### config.mk
export PLATFORM = sky130hd
export DESIGN_NAME = rsc_reset_ctrl
export DESIGN_NICKNAME = d
export VERILOG_FILES = /design/src/core/rsc_pkg.sv /design/src/core/rsc_reset_ctrl.sv
export SDC_FILE = /design/constraint.sdc
export NUM_CORES = 1
export LEC_CHECK = 0
export BUFFER_PORTS_ARGS = -buffer_cell sky130_fd_sc_hd__buf_2
export CORE_MARGIN = 2
export CORE_UTILIZATION = 30
export DETAILED_ROUTE_END_ITERATION = 8
export PLACE_DENSITY = 0.54
export SLEW_MARGIN = 20
export SYNTH_ARGS = -nofsm -noshare
export SYNTH_HDL_FRONTEND = slang
export SYNTH_SLANG_ARGS = --single-unit
### constraint.sdc
create_clock -name clock -period 3 [get_ports clock]
set_input_delay 0.6 -clock clock [delete_from_list [all_inputs] [get_ports clock]]
set_output_delay 0.6 -clock clock [all_outputs]
set_load 0.02 [all_outputs]
### src/core/rsc_pkg.sv
`default_nettype none

package rsc_pkg;

    // ------------------------------------------------------------
    // Register map (byte addresses)
    // ------------------------------------------------------------
    localparam int ADDR_W = 12;
    localparam logic [11:0] OFS_PART_ID = 12'h000;
    localparam logic [11:0] OFS_CAUSE = 12'h004;
    localparam logic [11:0] OFS_CORE_CTL = 12'h008;
    localparam logic [11:0] OFS_PERIPH_CTL = 12'h00c;
    localparam logic [11:0] OFS_UNLOCK = 12'h100;

    // ------------------------------------------------------------
    // Field layouts and reset values
    // ------------------------------------------------------------
    localparam int CAUSE_POWER_ON = 0;
    localparam int CAUSE_EXT_PIN = 1;
    localparam int CAUSE_WATCHDOG = 2;
    localparam int CAUSE_LOW_VOLTAGE = 3;
    localparam int CAUSE_BROWNOUT = 4;
    localparam int CAUSE_CORE_SYS_REQUEST = 5;
    localparam int CAUSE_CPU_ONESHOT = 7;
    localparam logic [7:0] CAUSE_MASK = 8'hbf;
    localparam logic [7:0] CAUSE_RESET = 8'h01;

    localparam int CORE_CHIP_ONESHOT = 0;
    localparam int CORE_CPU_ONESHOT = 1;
    localparam int CORE_PERIPH_DMA = 2;
    localparam int CORE_EXT_BUS_IF = 3;
    localparam logic [3:0] CORE_RESET = 4'h0;

    localparam int PERIPH_GPIO = 1;
    localparam int PERIPH_TIMER_ZERO = 2;
    localparam int PERIPH_TIMER_THREE = 5;
    localparam int PERIPH_KBD_MOUSE_PORT = 23;
    localparam int PERIPH_CAN_CTRL = 24;
    localparam int PERIPH_USB_DEVICE = 27;
    localparam int PERIPH_ADC = 28;
    localparam int PERIPH_I2S = 29;
    localparam logic [31:0] PERIPH_MASK = 32'h39f7_f33e;
    localparam logic [31:0] PERIPH_RESET = 32'h0000_0000;

    // ------------------------------------------------------------
    // Unlock sequence
    // ------------------------------------------------------------
    localparam logic [7:0] UNLOCK_KEY0 = 8'h59;
    localparam logic [7:0] UNLOCK_KEY1 = 8'h16;
    localparam logic [7:0] UNLOCK_KEY2 = 8'h88;

    // ------------------------------------------------------------
    // Timing
    // ------------------------------------------------------------
    localparam int ONESHOT_CYCLES = 2;
    localparam logic [1:0] ONESHOT_LOAD = 2'(ONESHOT_CYCLES);

    // ------------------------------------------------------------
    // Bus answers
    // ------------------------------------------------------------
    localparam logic [1:0] RESP_OKAY = 2'h0;
    localparam logic [1:0] RESP_SLVERR = 2'h2;

    typedef enum {
        SEL_PART_ID,
        SEL_CAUSE,
        SEL_CORE_CTL,
        SEL_PERIPH_CTL,
        SEL_UNLOCK,
        SEL_NONE
    } rsc_sel_type;

endpackage

`default_nettype wire

### src/core/rsc_reset_ctrl.sv
`timescale 1ns/1ps
`default_nettype none

module rsc_reset_ctrl
    import rsc_pkg::*;
#(
    // Arbitrary neutral identification value
    parameter logic [31:0] PART_ID = 32'h0000_a5c3
) (
    input wire logic clock,
    input wire logic rst_n,
    input wire logic [rsc_pkg::ADDR_W-1:0] s_axi_awaddr,
    input wire logic s_axi_awvalid,
    output logic s_axi_awready,
    input wire logic [31:0] s_axi_wdata,
    input wire logic [3:0] s_axi_wstrb,
    input wire logic s_axi_wvalid,
    output logic s_axi_wready,
    output logic [1:0] s_axi_bresp,
    output logic s_axi_bvalid,
    input wire logic s_axi_bready,
    input wire logic [rsc_pkg::ADDR_W-1:0] s_axi_araddr,
    input wire logic s_axi_arvalid,
    output logic s_axi_arready,
    output logic [31:0] s_axi_rdata,
    output logic [1:0] s_axi_rresp,
    output logic s_axi_rvalid,
    input wire logic s_axi_rready,
    input wire logic ext_pin_reset_n,
    input wire logic watchdog_reset,
    input wire logic low_voltage_reset,
    input wire logic brownout_reset,
    input wire logic core_sys_reset_request,
    output logic system_reset,
    output logic xtal_boot_reset,
    output logic chip_oneshot_reset,
    output logic cpu_flash_reset,
    output logic ext_bus_if_reset,
    output logic periph_dma_reset,
    output logic [31:0] periph_reset
);
    import rsc_pkg::*;

    // ------------------------------------------------------------
    // State
    // ------------------------------------------------------------
    typedef struct packed {
        logic awready;
        logic wready;
        logic [ADDR_W-1:0] waddr;
        logic [31:0] wdata;
        logic [3:0] wstrb;
        logic bvalid;
        logic [1:0] bresp;
        logic arready;
        logic rvalid;
        logic [1:0] rresp;
        logic [31:0] rdata;
        logic [7:0] cause;
        logic [3:0] core_ctl;
        logic [1:0] shot_cnt;
        logic [31:0] periph;
        logic [1:0] unlock_stage;
        logic unlocked;
        logic pin_meta;
        logic pin_sync;
        logic sys_rst;
        logic xtal_rst;
    } rsc_state_type;

    // Synchroniser stages start at the idle pin level, so that leaving
    // reset does not log a false pin cause.
    localparam rsc_state_type STATE_RESET = '{
        awready: 1'b1,
        wready: 1'b1,
        waddr: '0,
        wdata: '0,
        wstrb: '0,
        bvalid: 1'b0,
        bresp: RESP_OKAY,
        arready: 1'b1,
        rvalid: 1'b0,
        rresp: RESP_OKAY,
        rdata: '0,
        cause: CAUSE_RESET,
        core_ctl: CORE_RESET,
        shot_cnt: 2'h0,
        periph: PERIPH_RESET,
        unlock_stage: 2'h0,
        unlocked: 1'b0,
        pin_meta: 1'b1,
        pin_sync: 1'b1,
        sys_rst: 1'b1,
        xtal_rst: 1'b1
    };

    rsc_state_type state_reg;
    rsc_state_type state_next;

    // ------------------------------------------------------------
    // Helpers
    // ------------------------------------------------------------
    function automatic rsc_sel_type decode(input logic [ADDR_W-1:0] addr);
        rsc_sel_type sel;
        sel = SEL_NONE;
        unique case (addr)
            OFS_PART_ID: sel = SEL_PART_ID;
            OFS_CAUSE: sel = SEL_CAUSE;
            OFS_CORE_CTL: sel = SEL_CORE_CTL;
            OFS_PERIPH_CTL: sel = SEL_PERIPH_CTL;
            OFS_UNLOCK: sel = SEL_UNLOCK;
            default: sel = SEL_NONE;
        endcase
        return sel;
    endfunction

    function automatic logic [31:0] strobe_mask(input logic [3:0] strb);
        logic [31:0] m;
        m = '0;
        for (int i = 0; i < 4; i++) begin
            m[i*8 +: 8] = {8{strb[i]}};
        end
        return m;
    endfunction

    // ------------------------------------------------------------
    // Next state
    // ------------------------------------------------------------
    always_comb begin
        rsc_state_type n;
        logic do_write;
        logic [31:0] wmask;
        logic [31:0] wval;
        logic [7:0] cause_set;
        logic [7:0] cause_clr;
        rsc_sel_type wsel;
        rsc_sel_type rsel;

        n = state_reg;
        do_write = !state_reg.awready && !state_reg.wready && !state_reg.bvalid;
        wmask = strobe_mask(state_reg.wstrb);
        wval = state_reg.wdata & wmask;
        wsel = decode(state_reg.waddr);
        rsel = decode(s_axi_araddr);
        cause_set = '0;
        cause_clr = '0;

        // ------------------------------------------------------------
        // Reset sources
        // ------------------------------------------------------------
        // Pin is asynchronous; first stage feeds only the second
        n.pin_meta = ext_pin_reset_n;
        n.pin_sync = state_reg.pin_meta;

        cause_set[CAUSE_WATCHDOG] = watchdog_reset;
        cause_set[CAUSE_LOW_VOLTAGE] = low_voltage_reset;
        cause_set[CAUSE_BROWNOUT] = brownout_reset;
        cause_set[CAUSE_CORE_SYS_REQUEST] = core_sys_reset_request;
        cause_set[CAUSE_EXT_PIN] = !state_reg.pin_sync;

        // ------------------------------------------------------------
        // One-shot pulses
        // ------------------------------------------------------------
        // One counter times both shot bits: a second shot restarts the
        // window for both, traded against a second counter.
        // One-shot bits drop by themselves after the pulse width
        if (state_reg.shot_cnt != 2'h0) begin
            n.shot_cnt = state_reg.shot_cnt - 2'h1;
            if (state_reg.shot_cnt == 2'h1) begin
                n.core_ctl[CORE_CPU_ONESHOT] = 1'b0;
                n.core_ctl[CORE_CHIP_ONESHOT] = 1'b0;
            end
        end

        // ------------------------------------------------------------
        // Write channel
        // ------------------------------------------------------------
        // Write address and data are taken independently
        if (s_axi_awvalid && state_reg.awready) begin
            n.awready = 1'b0;
            n.waddr = s_axi_awaddr;
        end
        if (s_axi_wvalid && state_reg.wready) begin
            n.wready = 1'b0;
            n.wdata = s_axi_wdata;
            n.wstrb = s_axi_wstrb;
        end

        // ------------------------------------------------------------
        // Register writes
        // ------------------------------------------------------------
        if (do_write) begin
            n.bvalid = 1'b1;
            n.bresp = (wsel == SEL_NONE) ? RESP_SLVERR : RESP_OKAY;
            unique case (wsel)
                SEL_CAUSE: begin
                    cause_clr = wval[7:0] & CAUSE_MASK;
                end
                SEL_CORE_CTL: begin
                    if (state_reg.unlocked) begin
                        if (wmask[CORE_EXT_BUS_IF]) begin
                            n.core_ctl[CORE_EXT_BUS_IF] = wval[CORE_EXT_BUS_IF];
                        end
                        if (wmask[CORE_PERIPH_DMA]) begin
                            n.core_ctl[CORE_PERIPH_DMA] = wval[CORE_PERIPH_DMA];
                        end
                        if (wval[CORE_CPU_ONESHOT]) begin
                            n.core_ctl[CORE_CPU_ONESHOT] = 1'b1;
                            n.shot_cnt = ONESHOT_LOAD;
                            cause_set[CAUSE_CPU_ONESHOT] = 1'b1;
                        end
                        if (wval[CORE_CHIP_ONESHOT]) begin
                            n.core_ctl[CORE_CHIP_ONESHOT] = 1'b1;
                            n.shot_cnt = ONESHOT_LOAD;
                            cause_set[CAUSE_POWER_ON] = 1'b1;
                        end
                    end
                end
                SEL_PERIPH_CTL: begin
                    n.periph = ((state_reg.periph & ~wmask) | wval) & PERIPH_MASK;
                end
                SEL_UNLOCK: begin
                    // Any write here while open closes the lock again, so a
                    // stray write cannot leave the protected bits exposed.
                    // unlock key sequence
                    n.unlock_stage = 2'h0;
                    n.unlocked = 1'b0;
                    if (!state_reg.unlocked && state_reg.wstrb[0]) begin
                        if (state_reg.unlock_stage == 2'h2 && wval[7:0] == UNLOCK_KEY2) begin
                            n.unlocked = 1'b1;
                        end else if (state_reg.unlock_stage == 2'h1
                                     && wval[7:0] == UNLOCK_KEY1) begin
                            n.unlock_stage = 2'h2;
                        end else if (wval[7:0] == UNLOCK_KEY0) begin
                            n.unlock_stage = 2'h1;
                        end
                    end
                end
                SEL_PART_ID, SEL_NONE: begin
                    n.bvalid = 1'b1;
                end
            endcase
        end

        // ------------------------------------------------------------
        // Write answer
        // ------------------------------------------------------------
        if (state_reg.bvalid && s_axi_bready) begin
            n.bvalid = 1'b0;
            n.awready = 1'b1;
            n.wready = 1'b1;
        end

        // ------------------------------------------------------------
        // Read channel
        // ------------------------------------------------------------
        // Read path: one read outstanding, data latched at acceptance
        if (s_axi_arvalid && state_reg.arready) begin
            n.arready = 1'b0;
            n.rvalid = 1'b1;
            n.rresp = RESP_OKAY;
            unique case (rsel)
                SEL_PART_ID: n.rdata = PART_ID;
                SEL_CAUSE: n.rdata = {24'h00_0000, state_reg.cause};
                SEL_CORE_CTL: n.rdata = {28'h000_0000, state_reg.core_ctl};
                SEL_PERIPH_CTL: n.rdata = state_reg.periph;
                SEL_UNLOCK: n.rdata = {31'h0000_0000, state_reg.unlocked};
                SEL_NONE: begin
                    n.rdata = 32'h0000_0000;
                    n.rresp = RESP_SLVERR;
                end
            endcase
        end
        if (state_reg.rvalid && s_axi_rready) begin
            n.rvalid = 1'b0;
            n.arready = 1'b1;
        end

        // ------------------------------------------------------------
        // Cause flags and reset outputs
        // ------------------------------------------------------------
        // Set wins over a clear arriving in the same cycle
        n.cause = ((state_reg.cause & ~cause_clr) | cause_set) & CAUSE_MASK;

        n.xtal_rst = state_reg.core_ctl[CORE_CHIP_ONESHOT];
        // The CPU shot stays out: it reaches only core and flash over
        // its own output, and the rest of the chip keeps running.
        n.sys_rst = |cause_set[CAUSE_CORE_SYS_REQUEST:CAUSE_EXT_PIN]
                    || state_reg.core_ctl[CORE_CHIP_ONESHOT];

        state_next = n;
    end

    // ------------------------------------------------------------
    // Registers
    // ------------------------------------------------------------
    // cause flags kept
    // Only rst_n (power-on) clears this block; the system resets it
    // produces never loop back here, so recorded causes persist.
    always_ff @(posedge clock) begin
        if (!rst_n) begin
            state_reg <= STATE_RESET;
        end else begin
            state_reg <= state_next;
        end
    end

    // ------------------------------------------------------------
    // Outputs
    // ------------------------------------------------------------
    assign s_axi_awready = state_reg.awready;
    assign s_axi_wready = state_reg.wready;
    assign s_axi_bvalid = state_reg.bvalid;
    assign s_axi_bresp = state_reg.bresp;
    assign s_axi_arready = state_reg.arready;
    assign s_axi_rvalid = state_reg.rvalid;
    assign s_axi_rresp = state_reg.rresp;
    assign s_axi_rdata = state_reg.rdata;
    assign system_reset = state_reg.sys_rst;
    assign xtal_boot_reset = state_reg.xtal_rst;
    assign chip_oneshot_reset = state_reg.core_ctl[CORE_CHIP_ONESHOT];
    assign cpu_flash_reset = state_reg.core_ctl[CORE_CPU_ONESHOT];
    assign ext_bus_if_reset = state_reg.core_ctl[CORE_EXT_BUS_IF];
    assign periph_dma_reset = state_reg.core_ctl[CORE_PERIPH_DMA];
    assign periph_reset = state_reg.periph;

endmodule // rsc_reset_ctrl

`default_nettype wire

; ---- Yosys cells after proc, flatten, opt, wreduce, memory -nomap -nowiden
; Index checks and enable logic that the tools add are counted.
[classes]
eq_ne = 24
n_reduce_logical = 26
mux = 30
n_addsub = 1
bitwise_logic = 8
[ops]
columns = op, n
row1 = $pmux 32 s6, 1
row2 = $eq 32x2->1 const B, 4
row3 = $eq 32x3->1 const B, 3
row4 = $eq 32x1->1 const B, 2
row5 = $and 30x30->30, 2
row6 = $eq 12x4->1 const B, 4
row7 = $mux 39, 1
row8 = $eq 32x4->1 const B, 1
row9 = $logic_not 32->1, 1
row10 = $mux 30, 1
row11 = $not 30->30, 1
row12 = $or 30x30->30, 1
row13 = $pmux 3 s5, 2
row14 = $eq 12x3->1 const B, 2
row15 = $eq 12x9->1 const B, 2
row16 = $logic_not 12->1, 2
row17 = $mux 8, 2
row18 = $mux 2, 6
row19 = $mux 4, 3
row20 = $mux 1, 11
row21 = $logic_and 1x1->1, 10
row22 = $mux 3, 3
row23 = $and 8x8->8, 1
row24 = $eq 8x5->1 const B, 1
row25 = 15 further kinds, 22
[word_totals]
elab_cells = 112
out_inout_bits = 79
in_bits = 72
regBits = 130

; ---- Logic depth before layout (Yosys ltp)
; Gate-level depths: netlist (run 1).
[logic_depth]
depth_word = 8
depth_mapped = 6
depth_no_buf = 4

; ---- Worst setup path before layout (run 1)
; Ideal clock, no wire load.
[synth_timing]
path_kind = input-to-reg
from = in s_axi_araddr[6] (netlist name)
to = reg state_reg, in the netlist s_axi_rdata[4]
setup_ns = 0.084
slack_ns = 0.569
n_path_buf = 2
stages = 6
required_time_ns = 2.916
t_arrival_ns = 2.347
cell_sequence = or4_1 -> or3_1 -> clkbuf_1 -> or4_1 -> buf_2 -> o31ai_2
[synth_between]
elab_chain_cells = 4
elab_cells_between_ends = 13
cone_classes = eq/ne (9) / mux (2) / reduce/logical (2)
[synth_rtl]
columns = element, line
row1 = start: declaration, rsc_reset_ctrl.sv:22  ; input wire logic [rsc_pkg::ADDR_W-1:0] s_axi_araddr,
row2 = $eq 12x9->1 (tied with other cells), rsc_reset_ctrl.sv:106  ; unique case (addr)
row3 = $pmux 3 s5 *, rsc_reset_ctrl.sv:106
row4 = $eq 32x3->1 (tied with other cells), rsc_reset_ctrl.sv:262  ; unique case (rsel)
row5 = $pmux 32 s6 *, rsc_reset_ctrl.sv:262
row6 = end signal: assignment, rsc_reset_ctrl.sv:304  ; state_reg <= state_next;
row7 = end: declaration, rsc_reset_ctrl.sv:97  ; rsc_state_type state_reg;
; Mark *: on every way between the ends. The rest lies on a longest branch, timed or not. The select of a mux whose other input is x is not followed.
; A chain may end at the register's enable or synchronous reset.

; ---- Worst setup path after layout (run 1)
[layout_timing]
from = reg state_reg[134] (netlist name)
to = reg state_reg[5] (netlist name)
[layout_between]
elab_chain_cells = 4
elab_cells_between_ends = 8
cone_classes = eq/ne (5) / mux (1) / reduce/logical (2)
[layout_rtl]
columns = element, line
row1 = $eq 12x9->1 (tied with other cells), rsc_reset_ctrl.sv:106
row2 = $pmux 3 s5 *, rsc_reset_ctrl.sv:106
row3 = $eq 32x3->1 *, rsc_reset_ctrl.sv:195  ; unique case (wsel)
row4 = $reduce_and 2->1 (no source line) *, --
; Mark *: on every way between the ends. The rest lies on a longest branch, timed or not.

==> results of run 1 <==
==> metrics by stage <==
step,power [W],std cells,hold WS (ps)
floorplan,0.00182,616,386
global placement,0.00190,872,395
detailed placement,0.00191,872,397
CTS,0.00400,904,346
global route,0.00410,904,368
finish,0.00394,904,365
==> final cells by class <==
cell class / instances / area (um^2)
Clock buffer: 23 / 478
Multi-Input combinational cell: 386 / 2050
Tap cell: 220 / 275
Clock inverter: 9 / 128
Timing Repair Buffer: 138 / 723
Fill cell: 1723 / 10400
Sequential cell: 115 / 2300
Inverter: 13 / 48.8
==> worst register-to-register path: stages, from the launching register on <==
cell	delay, ps
sky130_fd_sc_hd__dfxtp_1	310
sky130_fd_sc_hd__nor4_1	590
sky130_fd_sc_hd__nand4_1	370
sky130_fd_sc_hd__or4b_2	770
sky130_fd_sc_hd__mux2i_1	150
==> worst paths after layout <==
kind                         from             to  cells past startpoint
setup / recovery   state_reg[134]   state_reg[5]                      4
hold / removal    ext_pin_reset_n  state_next[2]                      2
hold reg to reg     state_next[2]   state_reg[2]                      1
setup reg to reg   state_reg[134]   state_reg[5]                      4
==> logic make-up (layout without fill, tap and decap cells) <==
logic type      after synthesis  after routing  synth area share
compound gates              104            104             0.125
buf+inv                     115            183             0.139
flops                       115            115             0.463
mux                          33             33            0.0667
other cells                   1             18          0.000755
simple gates                231            231             0.205
==> power by group through the flow <==
| stage | sequential (W) | clock, W | combinational (W) |
|---|---|---|---|
| floorplan | 0.00164 | 0 | 0.000182 |
| global placement | 0.00164 | 0 | 0.000263 |
| detailed placement | 0.00164 | 0 | 0.000264 |
| CTS | 0.00161 | 0.00212 | 0.000264 |
| global route | 0.00162 | 0.00219 | 0.000293 |
| finish | 0.00161 | 0.00207 | 0.000260 |
==> synthesized netlist by cell type (3+ instances only) <==
master                     instances
sky130_fd_sc_hd__o31ai_1           3
sky130_fd_sc_hd__nand2b_1          3
sky130_fd_sc_hd__nor2_1           30
sky130_fd_sc_hd__nor4_1            3
sky130_fd_sc_hd__o31ai_2           3
sky130_fd_sc_hd__nand4_1           5
sky130_fd_sc_hd__mux2i_1          32
sky130_fd_sc_hd__or4_1             4
sky130_fd_sc_hd__dfxtp_1         115
sky130_fd_sc_hd__inv_1            13
sky130_fd_sc_hd__o21ai_0          13
sky130_fd_sc_hd__nor3_1            6
sky130_fd_sc_hd__nor2b_1           5
sky130_fd_sc_hd__nand4b_1          3
sky130_fd_sc_hd__clkbuf_1         25
sky130_fd_sc_hd__o21ai_1           4
sky130_fd_sc_hd__or3_1             3
sky130_fd_sc_hd__a21oi_1          53
sky130_fd_sc_hd__nand3_1           9
sky130_fd_sc_hd__a22oi_1          14
sky130_fd_sc_hd__buf_1             8
sky130_fd_sc_hd__buf_4            68
sky130_fd_sc_hd__nand2_1         149
sky130_fd_sc_hd__a31oi_1           4
==> routing by layer <==
metal	wire length [um]	share of wire
met1	5970	0.49
met2	5510	0.45
met3	585	0.048
met4	221	0.018
met5	0	0
==> flow_summary.json, run 1 <==
{
  "postLayoutCoreUtil": 0.366,
  "run_status": "finished, final reports clean",
  "ctsHoldBuffers": 0,
  "end_kind": "flip-flop",
  "worstPathCellList": "nor4_1 > nand4_1 > or4b_2 > mux2i_1",
  "postCtsResizedCells": 0,
  "number_of_antenna_violations_at_the_first_check_in_global_routing": 0,
  "wire_per_inst_um": 13.6,
  "gr_util_all_layers": 0.141,
  "r2r_setup_slack_ps": 700,
  "finish.net_count": 743,
  "grt_first_pass_wirelength_um": 19600,
  "finalClockSkew_ps": 5.26,
  "area_delta_synth_final_pct": 20.8,
  "timing.critical_path.slowest_cell_delay_ps": 770,
  "synth-seq-cells": 115,
  "synth-seq-area-share": 0.463,
  "share_seq_of_total_power": 0.409,
  "hpwl_um": 8710,
  "ctsLongestPathBuffers": 2,
  "post_synth_instance_area_um2": 4970,
  "timing.critical_path.max_delay_family": "simple AND/OR/NAND/NOR gates",
  "drt_iter0_drc": 155,
  "initial_core_util": 0.303,
  "cts-htree-levels": 4,
  "synth_edf_count": 0,
  "diodes": 0,
  "cellLeakagePower_nw": 2.52,
  "tritoncts_clock_tree": "yes",
  "synth_top_area_cell": "sky130_fd_sc_hd__dfxtp_1",
  "top_level_ports": 151,
  "source_to_sink_clock_delay_at_the_later_pin_of_the_worst_skew_pair_ps": 410,
  "placement.setup.worst_slack_ps": 410,
  "combPwrFrac": 0.066,
  "yosysWarnings": 0,
  "first_global_vias": 3787,
  "firstDrtPassIters": 4,
  "die-width_um": 133,
  "timing.max_cap.violations": 0,
  "max_slew.worst_pin.slew_ps": 729,
  "final-hold-violation-count": 0,
  "port_buffers": 125,
  "timing.final.crit_period_ps": 2300,
  "grt_setup_unrepaired": "no",
  "maximum_ir_drop_on_the_vdd_rail_v": 0.000388,
  "routabilityCongestion": 0.773,
  "grt.met1_usage": 0.183,
  "max-slew-margin-rel": 0.514,
  "slew_viol_final": 0,
  "switchingPower_w": 0.000907,
  "met2_usage": 0.219,
  "remaining_drc_errors": 0,
  "setup.worst_path.class": "flip-flop to flip-flop",
  "design.die.area_um2": 17600,
  "worst-endpoint-required_ps": 3300,
  "overflow": 0,
  "timing.final.ws_setup_ps": 699,
  "setup_viol": 0,
  "mostFrequentLayoutCell": "sky130_fd_sc_hd__nand2_1",
  "placed_instance_area_um2": 5400,
  "floorplan.core_area_um2": 16400,
  "timing.critical_path.fanout_max": 6,
  "synthCells": 599,
  "postSynthAreaPerCell_um2": 8.29,
  "ant_nets": 0,
  "synthArstFlopShare": 0,
  "min_path_type": "input port to flip-flop",
  "grt_max_degree": 64,
  "share_of_power_burned_in_the_clock_network": 0.525,
  "grt_busiest_layer": "met2",
  "drive_gt1_frac": 0.256,
  "routed_wl_um": 12300,
  "final_min_period_over_clock_period": 0.767,
  "cts.repair_timing.setup_buffer_count": 0,
  "maxClockFrequency_ghz": 0.435,
  "synth_top_flop_cell": "sky130_fd_sc_hd__dfxtp_1",
  "layout_common_cells": "sky130_fd_sc_hd__nand2_1, sky130_fd_sc_hd__buf_2, sky130_fd_sc_hd__dfxtp_1",
  "critPathBufInv": 0,
  "detailroute.via_count": 4028,
  "power_switching_share": 0.230,
  "met3_usage": 0.0418,
  "finalSetupTns_ps": 0,
  "route.detailed.vias_per_inst": 4.46,
  "die_h_um": 133,
  "clk_pin_slew_ps": 50,
  "slowest_stage": "sky130_fd_sc_hd__or4b_2",
  "site_rows": 47,
  "arrival_time_at_the_worst_endpoint_ps": 2600,
  "synth_cell_type_count": 43,
  "finalInstanceArea_um2": 6000,
  "cts-buffers-inserted": 17,
  "power.density_cell_area_nw_per_um2": 656,
  "clock_sinks": 115,
  "post_synth_main_area_contributors": "sky130_fd_sc_hd__dfxtp_1, sky130_fd_sc_hd__nand2_1, sky130_fd_sc_hd__buf_4",
  "start_kind": "flip-flop",
  "ctsRootBufferMaster": "sky130_fd_sc_hd__clkbuf_16",
  "internal-power_w": 0.00303,
  "post-synth-top-area-fraction": 0.463
}
Power figures use the tool's default switching activity.
==> inputs of run 2 (changes only) <==
--- a/config.mk
+++ b/config.mk
@@ -5,6 +5,7 @@
 export SDC_FILE = /design/constraint.sdc
 export NUM_CORES = 1
 export LEC_CHECK = 0
+export ABC_AREA = 1
 export BUFFER_PORTS_ARGS = -buffer_cell sky130_fd_sc_hd__buf_2
 export CORE_MARGIN = 2
 export CORE_UTILIZATION = 30
==> constraint.sdc (replaced) <==
create_clock -name clock -period 2.2 [get_ports clock]
set_input_delay 0.44 -clock clock [delete_from_list [all_inputs] [get_ports clock]]
set_output_delay 0.44 -clock clock [all_outputs]
set_load 0.02 [all_outputs]
==> flow_summary.json, run 2 <==
{
  "number_of_antenna_violations_at_the_first_check_in_global_routing": 1,
  "die_h_um": 138,
  "post_layout_nonfiller_instances": 1033,
  "ant_nets": 0,
  "whs_path_depth": 2,
  "final_min_period_over_clock_period": 0.764,
  "first_global_vias": 4313,
  "post_synth_most_frequent_cells": "sky130_fd_sc_hd__nand2_1, sky130_fd_sc_hd__dfxtp_1, sky130_fd_sc_hd__nor2_1",
  "worst-r2r-cell-count": 7,
  "ctsRootBufferMaster": "sky130_fd_sc_hd__clkbuf_16",
  "die-width_um": 138,
  "end_kind": "flip-flop",
  "run_status": "finished, final reports clean",
  "worst-endpoint-required_ps": 2540,
  "setup.worst_path.class": "flip-flop to flip-flop",
  "area_delta_synth_final_pct": 18.4,
  "arrival_time_at_the_worst_endpoint_ps": 2020,
  "top_level_ports": 151,
  "finalClockSkew_ps": 5.48,
  "post-synth-top-area-fraction": 0.427,
  "source_to_sink_clock_delay_at_the_later_pin_of_the_worst_skew_pair_ps": 410,
  "diodes": 0,
  "cts-htree-levels": 4,
  "hpwl_um": 10200,
  "timing.final.crit_period_ps": 1680,
  "drive_gt1_frac": 0.250,
  "synth_cell_type_count": 27,
  "grt_max_degree": 61,
  "dp.cells": 1002,
  "clock_sinks": 115,
  "finalSetupTns_ps": 0,
  "drt_iter0_drc": 253,
  "maximum_ir_drop_on_the_vdd_rail_v": 0.000419,
  "min_path_type": "input port to flip-flop",
  "setup_viol": 0,
  "layout_common_cells": "sky130_fd_sc_hd__nand2_1, sky130_fd_sc_hd__buf_2, sky130_fd_sc_hd__dfxtp_1",
  "postSynthAreaPerCell_um2": 7.45,
  "grt_setup_unrepaired": "no",
  "synth.most_common_cell": "sky130_fd_sc_hd__nand2_1",
  "port_buffers": 125,
  "slew_viol_final": 0,
  "firstDrtPassIters": 5,
  "timing.critical_path.slowest_cell_delay_ps": 370,
  "start_kind": "flip-flop",
  "synth_edf_count": 0,
  "post_synth_main_area_contributors": "sky130_fd_sc_hd__dfxtp_1, sky130_fd_sc_hd__buf_4, sky130_fd_sc_hd__nand2_1",
  "synthCells": 723,
  "cellLeakagePower_nw": 2.72,
  "timing.max_cap.violations": 0,
  "wire_per_inst_um": 13.6,
  "remaining_drc_errors": 0,
  "critPathBufInv": 1,
  "power.density_cell_area_nw_per_um2": 885,
  "max-slew-margin-rel": 0.540,
  "post_synth_instance_area_um2": 5390,
  "placed_instance_area_um2": 5760,
  "site_rows": 49,
  "final-hold-violation-count": 0,
  "gr_util_all_layers": 0.149,
  "clk_pin_slew_ps": 50,
  "synth_top_flop_cell": "sky130_fd_sc_hd__dfxtp_1",
  "ctsHoldBuffers": 0,
  "synthArstFlopShare": 0,
  "grt_first_pass_wirelength_um": 23000,
  "timing.critical_path.max_delay_family": "simple AND/OR/NAND/NOR gates",
  "yosysWarnings": 0,
  "routed_wl_um": 14000,
  "synth_top_area_cell": "sky130_fd_sc_hd__dfxtp_1",
  "timing.critical_path.fanout_max": 22,
  "design.die.area_um2": 19000,
  "floorplan.core_area_um2": 17800,
  "routabilityCongestion": 0.805,
  "max_slew.worst_pin.slew_ps": 688,
  "detailroute.via_count": 4621,
  "worstPathCellList": "inv_1 > nand3_1 > nor2_4 > nand2_2 > nor2_4 > nand3_1 > a21oi_1",
  "route.detailed.vias_per_inst": 4.47,
  "cts.repair_timing.setup_buffer_count": 0,
  "overflow": 0,
  "finish.net_count": 864,
  "ctsLongestPathBuffers": 2,
  "maxClockFrequency_ghz": 0.595,
  "slowest_stage": "sky130_fd_sc_hd__nor2_4",
  "cts-buffers-inserted": 17,
  "initial_core_util": 0.303,
  "synth-seq-cells": 115,
  "finalPower_w": 0.00564,
  "finalInstanceArea_um2": 6380,
  "synth-seq-area-share": 0.427,
  "tritoncts_clock_tree": "yes",
  "path_depth": 7,
  "postCtsResizedCells": 0
}
==> run 2: changes by cell type in the layout (fill, tap and decap cells not counted), moves of 11 or more <==
cell,delta
sky130_fd_sc_hd__a21oi_1,+16
sky130_fd_sc_hd__a22oi_1,-14
sky130_fd_sc_hd__inv_1,+25
sky130_fd_sc_hd__mux2i_1,-32
sky130_fd_sc_hd__nand2_1,-24
sky130_fd_sc_hd__nand3_1,+54
sky130_fd_sc_hd__nand3_2,+11
sky130_fd_sc_hd__nand4_1,+14
sky130_fd_sc_hd__nor2_1,+57
sky130_fd_sc_hd__o21ai_0,+45
==> run 2: area by class of cell <==
type / instances / area (um^2)
Fill cell: 1930 / 11400
Tap cell: 229 / 287
Multi-Input combinational cell: 481 / 2300
Clock inverter: 9 / 154
Timing Repair Buffer: 136 / 721
Clock buffer: 22 / 464
Sequential cell: 115 / 2300
Inverter: 41 / 154
==> run 2: cells by family (layout without fill, tap and decap cells) <==
family,after synthesis,in the layout,synth area share
AO/OA/AOI/OAI,140,140,0.138
other,1,18,0.000696
AND/OR/NAND/NOR,323,323,0.275
flip-flops,115,115,0.427
buffers and inverters,144,208,0.158
==> run 2: metrics by stage <==
stage | hold slack (ps) | utilization | worst slack (ps)
floorplan | 387 | - | 776
global placement | 395 | 0.324 | 505
detailed placement | 399 | 0.324 | 515
CTS | 207 | 0.359 | 521
global route | 212 | 0.359 | 241
finish | 221 | 0.359 | 520
==> run 2: where the power goes <==
group	switching, W	total, W	internal (W)	leakage [nW]
logic	0.000334	0.000495	0.000162	1.48
clock network	0.000948	0.00289	0.00194	0.296
registers	0.0000754	0.00226	0.00218	0.941
total	0.00136	0.00564	0.00429	2.72
==> run 2: final timing paths <==
check             slack, ps            end            start
setup reg to reg        520      flip-flop   state_reg[135]
setup / recovery        520      flip-flop   state_reg[135]
hold / removal          220  state_next[2]  ext_pin_reset_n
hold reg to reg         420   state_reg[2]    state_next[2]
==> run 2: metal layers <==
layer	wire, um	part of all wire	GRT usage
met4	201	0.014	0.0618
met3	749	0.053	0.0360
met2	6020	0.43	0.217
met5	7	0.00050	0
met1	7050	0.50	0.212
